`config.mk`:
```
export PLATFORM = sky130hd
export DESIGN_NAME = amead_decoder
export DESIGN_NICKNAME = d
export VERILOG_FILES = /design/src/amead_decoder.v /design/src/amead_adder.v
export VERILOG_INCLUDE_DIRS = /design/src
export SDC_FILE = /design/constraint.sdc
export NUM_CORES = 1
export LEC_CHECK = 0
export ABC_AREA = 1
export BUFFER_PORTS_ARGS = -buffer_cell sky130_fd_sc_hd__buf_4
export CORE_AREA = 2 2 266 268
export CTS_BUF_LIST = sky130_fd_sc_hd__clkbuf_16
export DETAILED_ROUTE_END_ITERATION = 8
export DIE_AREA = 0 0 268 270
export REMOVE_ABC_BUFFERS = 1
export SYNTH_ARGS = -nofsm -noshare
export SYNTH_HDL_FRONTEND = slang
export SYNTH_SLANG_ARGS = --single-unit
```
`constraint.sdc`:
```
create_clock -name CLK -period 3.9 [get_ports CLK]
set_input_delay 0.78 -clock CLK [delete_from_list [all_inputs] [get_ports CLK]]
set_output_delay 0.78 -clock CLK [all_outputs]
set_load 0.005 [all_outputs]
```
`src/amead_regs.vh`:
```
// Mode encodings and constants for the addressing-mode decoder
`ifndef AMEAD_REGS_VH
`define AMEAD_REGS_VH
`define AMEAD_MODE_REG_HI    2'b00
`define AMEAD_MODE_RELREG_HI 2'b01
`define AMEAD_MODE_FRAME_MR  5'h10
`define AMEAD_MODE_STACK_MR  5'h11
`define AMEAD_MODE_STATIC_MR 5'h12
`define AMEAD_MODE_RESERVED  5'h13
`define AMEAD_MODE_IMMEDIATE 5'h14
`define AMEAD_MODE_ABSOLUTE  5'h15
`define AMEAD_MODE_LINK      5'h16
`define AMEAD_LINK_ENTRY_SH  2
`define AMEAD_SSEL_BIT       9
`define AMEAD_ADDR_RST       32'h00000000
`endif

```
`src/amead_decoder.v`:
```
// Addressing-mode effective address decoder
`include "amead_regs.vh"
`timescale 1ns/1ps
module amead_decoder #(
   parameter W = 32
) (
   input  wire           CLK,
   input  wire           RST_B,
   input  wire           START,
   input  wire [4:0]     MODE,
   input  wire           OPERAND_WRITTEN,
   input  wire [W-1:0]   FIRST_DISPLACEMENT,
   input  wire [W-1:0]   SECOND_DISPLACEMENT,
   input  wire [8*W-1:0] GENERAL_REGS,
   input  wire [W-1:0]   FRAME_BASE_POINTER,
   input  wire [W-1:0]   INTERRUPT_STACK_POINTER,
   input  wire [W-1:0]   USER_STACK_POINTER,
   input  wire [W-1:0]   STATIC_BASE_POINTER,
   input  wire [W-1:0]   LINK_TABLE_BASE,
   input  wire [15:0]    PROCESSOR_STATUS_WORD,
   input  wire [W-1:0]   QUEUE_DATA,
   input  wire           QUEUE_VALID,
   output wire           QUEUE_TAKE,
   output wire           MEM_REQ,
   output reg  [W-1:0]   MEM_ADDR,
   input  wire           MEM_ACK,
   input  wire [W-1:0]   MEM_RDATA,
   output wire           BUSY,
   output reg            DONE,
   output reg            ILLEGAL_MODE,
   output reg            OPERAND_IN_REG,
   output reg  [2:0]     OPERAND_REG_NUM,
   output reg            OPERAND_IMMEDIATE,
   output reg  [W-1:0]   OPERAND_VALUE,
   output wire [W-1:0]   EFFECTIVE_ADDRESS
);
   // One-hot sequencer states: idle, first sum, pointer read, queue wait, finish
   localparam [4:0] S_IDLE = 5'b00001;
   localparam [4:0] S_ADD  = 5'b00010;
   localparam [4:0] S_PTR  = 5'b00100;
   localparam [4:0] S_IMM  = 5'b01000;
   localparam [4:0] S_FIN  = 5'b10000;

   // Sequencer state, adder operands, selected bases and mode classes
   reg  [4:0]   state_q;
   reg  [4:0]   state_d;
   reg  [W-1:0] add_a;
   reg  [W-1:0] add_b;
   reg          add_load;
   reg  [W-1:0] base_sel;
   reg  [W-1:0] stack_sel;
   reg  [W-1:0] reg_sel;
   wire [W-1:0] link_off;
   wire         mem_rel;
   wire         is_reg;
   wire         is_rsv;
   wire         is_imm;
   wire         is_abs;
   wire         is_link;
   wire         take_start;
   wire         take_queue;

   // Mode classes decoded from the five-bit field
   assign mem_rel  = (MODE == `AMEAD_MODE_FRAME_MR) || (MODE == `AMEAD_MODE_STACK_MR) ||
                     (MODE == `AMEAD_MODE_STATIC_MR);
   assign is_reg   = (MODE[4:3] == `AMEAD_MODE_REG_HI);
   assign is_rsv   = (MODE == `AMEAD_MODE_RESERVED);
   assign is_imm   = (MODE == `AMEAD_MODE_IMMEDIATE);
   assign is_abs   = (MODE == `AMEAD_MODE_ABSOLUTE);
   assign is_link  = (MODE == `AMEAD_MODE_LINK);

   // Link entries are one word apart, so the index is scaled to bytes
   assign link_off = FIRST_DISPLACEMENT << `AMEAD_LINK_ENTRY_SH;

   // Accepted start and queue hand-over events
   assign take_start = (state_q == S_IDLE) && START;
   assign take_queue = (state_q == S_IMM) && QUEUE_VALID;

   // Stack pointer chosen by status-word select bit
   always @* begin
      stack_sel = PROCESSOR_STATUS_WORD[`AMEAD_SSEL_BIT] ? USER_STACK_POINTER
                                                         : INTERRUPT_STACK_POINTER;
      reg_sel   = GENERAL_REGS[MODE[2:0]*W +: W];
      case (MODE)
         `AMEAD_MODE_FRAME_MR:  base_sel = FRAME_BASE_POINTER;
         `AMEAD_MODE_STACK_MR:  base_sel = stack_sel;
         `AMEAD_MODE_STATIC_MR: base_sel = STATIC_BASE_POINTER;
         default:               base_sel = reg_sel;
      endcase
   end

   // Adder operand selection per state and mode
   always @* begin
      add_a    = {W{1'b0}};
      add_b    = {W{1'b0}};
      add_load = 1'b0;
      case (state_q)
         S_IDLE: begin
            if (START && MODE[4:3] == `AMEAD_MODE_RELREG_HI) begin
               add_a    = reg_sel;
               add_b    = FIRST_DISPLACEMENT;
               add_load = 1'b1;
            end else if (START && mem_rel) begin
               add_a    = base_sel;
               add_b    = FIRST_DISPLACEMENT;
               add_load = 1'b1;
            end else if (START && is_abs) begin
               add_b    = FIRST_DISPLACEMENT;
               add_load = 1'b1;
            end else if (START && is_link) begin
               add_a    = LINK_TABLE_BASE;
               add_b    = link_off;
               add_load = 1'b1;
            end
         end
         S_PTR: begin
            if (MEM_ACK) begin
               add_a    = MEM_RDATA;
               add_b    = SECOND_DISPLACEMENT;
               add_load = 1'b1;
            end
         end
         default: begin
            add_load = 1'b0;
         end
      endcase
   end

   // Shared adder forms every address sum
   amead_adder #(.W(W)) u_adder (
      .clk   (CLK),
      .rst_b (RST_B),
      .load  (add_load),
      .a     (add_a),
      .b     (add_b),
      .sum_q (EFFECTIVE_ADDRESS)
   );

   // Next-state logic
   always @* begin
      state_d = state_q;
      case (state_q)
         S_IDLE: begin
            if (START) begin
               if (MODE == `AMEAD_MODE_RESERVED) begin
                  state_d = S_FIN;
               end else if (MODE == `AMEAD_MODE_IMMEDIATE) begin
                  state_d = OPERAND_WRITTEN ? S_FIN : S_IMM;
               end else if (mem_rel || is_link) begin
                  state_d = S_ADD;
               end else begin
                  state_d = S_FIN;
               end
            end
         end
         S_ADD:   state_d = S_PTR;
         S_PTR:   state_d = MEM_ACK ? S_FIN : S_PTR;
         S_IMM:   state_d = QUEUE_VALID ? S_FIN : S_IMM;
         S_FIN:   state_d = S_IDLE;
         default: state_d = S_IDLE;
      endcase
   end

   // Handshake and status outputs follow the state
   assign MEM_REQ    = (state_q == S_PTR);
   assign QUEUE_TAKE = take_queue;
   assign BUSY       = (state_q != S_IDLE);

   // State register
   always @(posedge CLK or negedge RST_B) begin
      if (!RST_B) begin
         state_q <= S_IDLE;
      end else begin
         state_q <= state_d;
      end
   end

   // Completion pulse, one cycle after the finish state
   always @(posedge CLK or negedge RST_B) begin
      if (!RST_B) begin
         DONE <= 1'b0;
      end else begin
         DONE <= (state_q == S_FIN);
      end
   end

   // Pointer fetch address, captured once the first sum stands
   always @(posedge CLK or negedge RST_B) begin
      if (!RST_B) begin
         MEM_ADDR <= `AMEAD_ADDR_RST;
      end else if (state_q == S_ADD) begin
         MEM_ADDR <= EFFECTIVE_ADDRESS;
      end
   end

   // Immediate operand taken from the queue
   always @(posedge CLK or negedge RST_B) begin
      if (!RST_B) begin
         OPERAND_VALUE <= `AMEAD_ADDR_RST;
      end else if (take_queue) begin
         OPERAND_VALUE <= QUEUE_DATA;
      end
   end

   // Operand location flags, held until the next start
   always @(posedge CLK or negedge RST_B) begin
      if (!RST_B) begin
         OPERAND_IN_REG    <= 1'b0;
         OPERAND_REG_NUM   <= 3'h0;
         OPERAND_IMMEDIATE <= 1'b0;
      end else if (take_start) begin
         OPERAND_IN_REG    <= is_reg;
         OPERAND_REG_NUM   <= MODE[2:0];
         OPERAND_IMMEDIATE <= is_imm && !OPERAND_WRITTEN;
      end
   end

   // Illegal mode flag for the exception logic, held until the next start
   always @(posedge CLK or negedge RST_B) begin
      if (!RST_B) begin
         ILLEGAL_MODE <= 1'b0;
      end else if (take_start) begin
         ILLEGAL_MODE <= is_rsv || (is_imm && OPERAND_WRITTEN);
      end
   end
endmodule

```
`src/amead_adder.v`:
```
// Registered address adder shared by all address-forming steps
`timescale 1ns/1ps
module amead_adder #(
   parameter W = 32
) (
   input  wire         clk,
   input  wire         rst_b,
   input  wire         load,
   input  wire [W-1:0] a,
   input  wire [W-1:0] b,
   output reg  [W-1:0] sum_q
);
   // Sum captured on load, held otherwise
   always @(posedge clk or negedge rst_b) begin
      if (!rst_b) begin
         sum_q <= {W{1'b0}};
      end else if (load) begin
         sum_q <= a + b;
      end
   end
endmodule

```
# Word-level counts from Yosys, hierarchy flattened
# Cells that the tools add are included.
word_totals:
  regBits: 108
  input_bits: 571
op_classes:
  n_addsub: 1
  n_eq_ne: 15
  shift: 1
  mux: 28
  reduce_logical: 14
op_table:
  columns: ["operator", "n"]
  rows:
  - ["two-way mux 32 bit", 11]
  - ["indexed part select 256 x 9 -> 32 bit", 1]
  - ["one-hot mux 32 bit (2 select lines)", 2]
  - ["one-hot mux 32 bit (3 select lines)", 1]
  - ["equality test 5 bit, second input constant", 8]
  - ["two-way mux 5 bit", 7]
  - ["adder 32 bit", 1]
  - ["one-hot mux 5 bit (4 select lines)", 1]
  - ["logical AND 1 bit", 8]
  - ["equality test 5 x 1 -> 1 bit, second input constant", 1]
  - ["equality test 5 x 2 -> 1 bit, second input constant", 1]
  - ["equality test 5 x 3 -> 1 bit, second input constant", 1]
  - ["equality test 5 x 4 -> 1 bit, second input constant", 1]
  - ["two-way mux 1 bit", 5]
  - ["!= test 5 x 1 -> 1 bit, second input constant", 1]
  - ["logical OR 1 bit", 4]
  - ["equality test 2 x 1 -> 1 bit, second input constant", 1]
  - ["zero test 2 bit", 1]
  - ["!= test 2 bit, second input constant", 1]
  - ["one-hot mux 1 bit (2 select lines)", 1]
  - ["zero test 1 bit", 1]

# Longest topological paths before layout
depth:
  ltp_word: 9
  ltp_mapped: 26
  depth_no_buf: 24

# Hierarchy
# Synthesis repeated with hierarchy kept, for this count alone.
unflattened:
  cells_unflattened: 2115
  area_unflattened_um2: 11783.8
modules_own_cells:
  columns: ["mod", "n_inst", "cells_each", "area_per_inst_um2", "seq_area_each_um2"]
  rows:
  - ["amead_decoder", 1, 1506, 8234.1, 1903.1]
  - ["amead_adder", 1, 609, 3549.7, 800.8]

# Worst setup path before layout
# OpenSTA, ideal clock, no wires.
synth_path:
  path_kind: "input port to flip-flop"
  start: "in MODE[0]"
  end: "reg u_adder.sum_q[20]"
  setup_time_ns: 0.117
  arrival_ns: 3.579
  required_time_ns: 3.783
  setup_slack_ns: 0.203
  path_stages: 22
  cell_sequence: "buf_6 inv_4 nand2_2 nor3_2 buf_2 buf_2 nand2_1 o211ai_1 nand2_1 nand2_1 ha_1 inv_1 fa_1 inv_1 nand2_1 o21ai_2 a21oi_1 o21ai_1 a21oi_1 or2_2 nand3_1 nand2_1"
synth_between:
  elab_chain_len: 8
  elab_cells_between_ends: 28
synth_lines:
  columns: ["item", "line_no", "rtl"]
  rows:
  - ["start: declaration", "amead_decoder.v:10", "input wire [4:0] MODE,"]
  - ["parallel branches: the longest is 8 deep, another holds adder 32 bit", null, null]
  - ["end signal: assignment", "amead_adder.v:16", "sum_q <= {W{1'b0}};"]
  - ["end signal: assignment", "amead_adder.v:18", "sum_q <= a + b;"]
  - ["end: declaration", "amead_adder.v:11", "output reg [W-1:0] sum_q"]
# Parallel ways; which one is timed is not known.
# A chain may end at the register's enable or synchronous reset.

# Worst setup path after layout
layout_path:
  start: "in MODE[1]"
  end: "reg u_adder.sum_q[9]"
# The elaborated chain is that of the path after synthesis.

==> metrics.txt <==
status completed; fraction of registers with async set or reset after synthesis 1.00; share of cells above drive strength 1 0.407; Synth cell types 54; Post-Place Cells 3363; core area 69500 µm²; Slew Limit Headroom 0.441; synth-to-layout area growth 75.8%; Sw Ratio 0.405; Sink Count 108; Final Hold Viols 0; Worst EP required 4150 ps; Max FO, Critical Path 11; CP Data Arrival Time 4030 ps; Static Leak 0.00939 µW; Critical Path Sink Type flop; synth top area cells dfrtp_1 26%, nand2_1 22%, o22ai_1 7.1%; xor and xnor fraction of the mapped netlist area 0.00922; Synth Area in Adders 0.0390; post-place setup slack -852 ps; post-synthesis simple-gate area fraction 0.377; Comb pwr share 0.515; EDFF count, synth 0; Vias per Instance 4.41; maxcap violations 0; worst hold path class input port to asynchronous set/reset pin; CTS tree yes; mux contribution to synthesized area 0; reported net switching power 2290 µW; Antenna Violating Nets Remaining 0; DP HPWL 60.1 mm; power per cell area 308 nW/µm²; Yosys top cell area share 0.256; clock power share 0.177; CP most frequent cell buf_4; die area 72400 µm²; Slew Limit Fails 0; Total GRT Usage 0.187; Syn Inst Count 1659; Synth area leader dfrtp_1; Final setup viols 0; DRC violations left 0; register share of total power 0.308; critical path class input port to flop; Synth Warn # 0; Hold Slack 428 ps; Post-CTS Hold Fix Bufs 0; H-tree depth 3; final worst-path setup slack 120 ps; detailed-route wire length per cell 20.7 µm; maximum clock rate 0.265 GHz; crit start category input port; Final min period 3780 ps; CP Cell Sequence buf_4, nand2_4, buf_4, nand3_4, buf_4, nand3_4, nand3_4, buf_4, nand2_4, a32o_1, ha_1, a21oi_1, nand2_1, a21oi_2, o21bai_1, buf_4, xnor2_1, buf_4, o21ai_2; row count 97; largest family of logic cells by synthesized area simple AND/OR/NAND/NOR gates; commonest non-fill, non-tap cell in the layout buf_4; CTS Buffer Depth 2; CTS Buf Count 9; Die Ht 270 µm; most frequent cells in the layout 850 x buf_4, 606 x nand2_1, 118 x o22ai_1; Clock Skews 25.1 ps; overflow left after global routing 0; sequential fraction of the synthesis area 0.259; Slew @ Worst Pin 839 ps; vias in the first global route 14900; Port Buffers 661; total number of vias 15000; largest net degree at the start of global routing 63; Die W 268 µm; DR iter-0 viols 1109; RSZ-0062 raised after global routing true; Post-Route WL 70.3 mm; CTS root buf clkbuf_16; Post-Layout Cell Count 3393; Synth Area in Compound Gates 0.226; final net count 3047; io pins 677; CP peak stage delay 340 ps; worst-case reg-to-reg path depth 18; initial antenna violation count 23; clock latency on the worst-skew pair 390 ps; average size of a mapped cell 6.30 µm²; dpl cell area 17700 µm²; Initial Util 0.150; First-pass DRT Iterations 6; post-route cell area 18400 µm²; Worst-path clk slew 80 ps; final weighted congestion in routability-driven placement 0.938; first-pass GRT wire length 98.7 mm; Yosys reg bits 108; Main synth FF type dfrtp_1; Final Cycle Share 0.969; cell with the largest stage delay on the worst path ha_1; Int Pwr 3370 µW; # fillers 7906; Setup TNS 0 ps; Syn Std Cell Area 10400 µm²; Max IR drop VDD 0.283 mV
[flip-flops by register name (all words and copies together), names as in the netlist]
signal	flops
MEM_ADDR	32
OPERAND_REG_NUM	3
u_adder.sum_q	32
state_q	5
OPERAND_VALUE	32
OPERAND_IMMEDIATE	1
DONE	1
OPERAND_IN_REG	1
ILLEGAL_MODE	1
[layout make-up]
type                            count  area, µm²  share of cell area
Multi-Input combinational cell   1346       7010               0.382
Inverter                          108        417              0.0227
Timing Repair Buffer              871       6740               0.367
Tap cell                          940       1180              0.0640
Sequential cell                   108       2700               0.147
Antenna cell                        4       10.0            0.000545
Clock inverter                      7       81.3             0.00443
Clock buffer                        9        225              0.0123
[cells in the mapped netlist, types with 3 or more instances]
cell      instances
nand2_1         609
o22ai_1         118
nand3_1         113
dfrtp_1         107
inv_1            95
nor2_1           89
o21ai_0          67
a21oi_1          66
o21ai_1          49
clkbuf_1         40
nor3_1           36
buf_2            31
ha_1             31
o31ai_1          26
or2_2            16
o21ai_2          13
buf_4            12
nand2_2          12
inv_2            10
o221ai_1         10
nand4_1           9
o21bai_1          9
o211ai_1          8
buf_6             7
a31oi_1           6
xnor2_1           6
buf_1             5
xor2_1            5
a21boi_0          4
a22o_1            4
nand2_4           4
nor2_4            4
a22oi_1           3
nand3_4           3
nand3b_1          3
nor2_2            3
nor2_8            3
o311ai_1          3
[cells by family (layout without fill, tap and decap cells)]
kind of cell / count (synthesis) / count (layout)
fa+ha+maj: 32 / 32
flops: 108 / 108
simple gates: 913 / 913
other cells: 0 / 4
compound gates: 390 / 390
buf+inv: 205 / 995
xor+xnor: 11 / 11
[worst paths after layout]
| check | startpoint | end | slack [ps] |
|---|---|---|---|
| worst max-delay path | MODE[1] | u_adder.sum_q[9]$_DFFE_PN0P_ | 120 |
| worst min-delay path | RST_B | MEM_ADDR[9]$_DFFE_PN0N_ | 430 |
| worst max register to register | state_q[2]$_DFFE_PN0P_ | u_adder.sum_q[22]$_DFFE_PN0P_ | 250 |
| worst min register to register | MEM_ADDR[9]$_DFFE_PN0N_ | MEM_ADDR[9]$_DFFE_PN0N_ | 470 |
| max in group asynchronous | RST_B | state_q[0]$_DFFE_PN1P_ | 2680 |
| min in group CLK | MEM_ADDR[9]$_DFFE_PN0N_ | MEM_ADDR[9]$_DFFE_PN0N_ | 470 |
[timing repair]
action	in CTS	in global routing
pin swaps	0	9
endpoints found under the setup margin	26	23
buffers inserted	0	10
gates resized for setup	10	55
gates cloned	0	0
[power groups by stage]
stage                     combinational, µW  clock, µW  sequential, µW
after floorplan                        1020          0            1720
after global placement                 2890          0            1760
after detailed placement               2910          0            1770
after CTS                              2930       1040            1750
after global routing                   3200       1080            1790
final                                  2920       1000            1750
[worst max-delay path, delay by kind of cell]
family                   cells  cell delay [ps]
buffers and inverters        6             1030
AO/OA/AOI/OAI                5              920
AND/OR/NAND/NOR              6              740
adder cells (fa/ha/maj)      1              340
XOR/XNOR                     1              200
[per-layer routing]
layer,share of wire,global-route usage,vias to the layer above
li1,-,-,7204
met1,0.42,0.233,6916
met2,0.48,0.323,704
met3,0.075,0.0410,110
met4,0.025,0.0512,18
met5,0.0018,0,-
[through the flow]
stage / power (µW) / util
5_1_grt: 6070 / 0.264
6_report: 5670 / 0.264
3_5_place_dp: 4680 / 0.255
4_1_cts: 5720 / 0.260
2_1_floorplan: 2740 / -
3_3_place_gp: 4650 / 0.255
No activity file was read; power rests on OpenSTA's default activity.
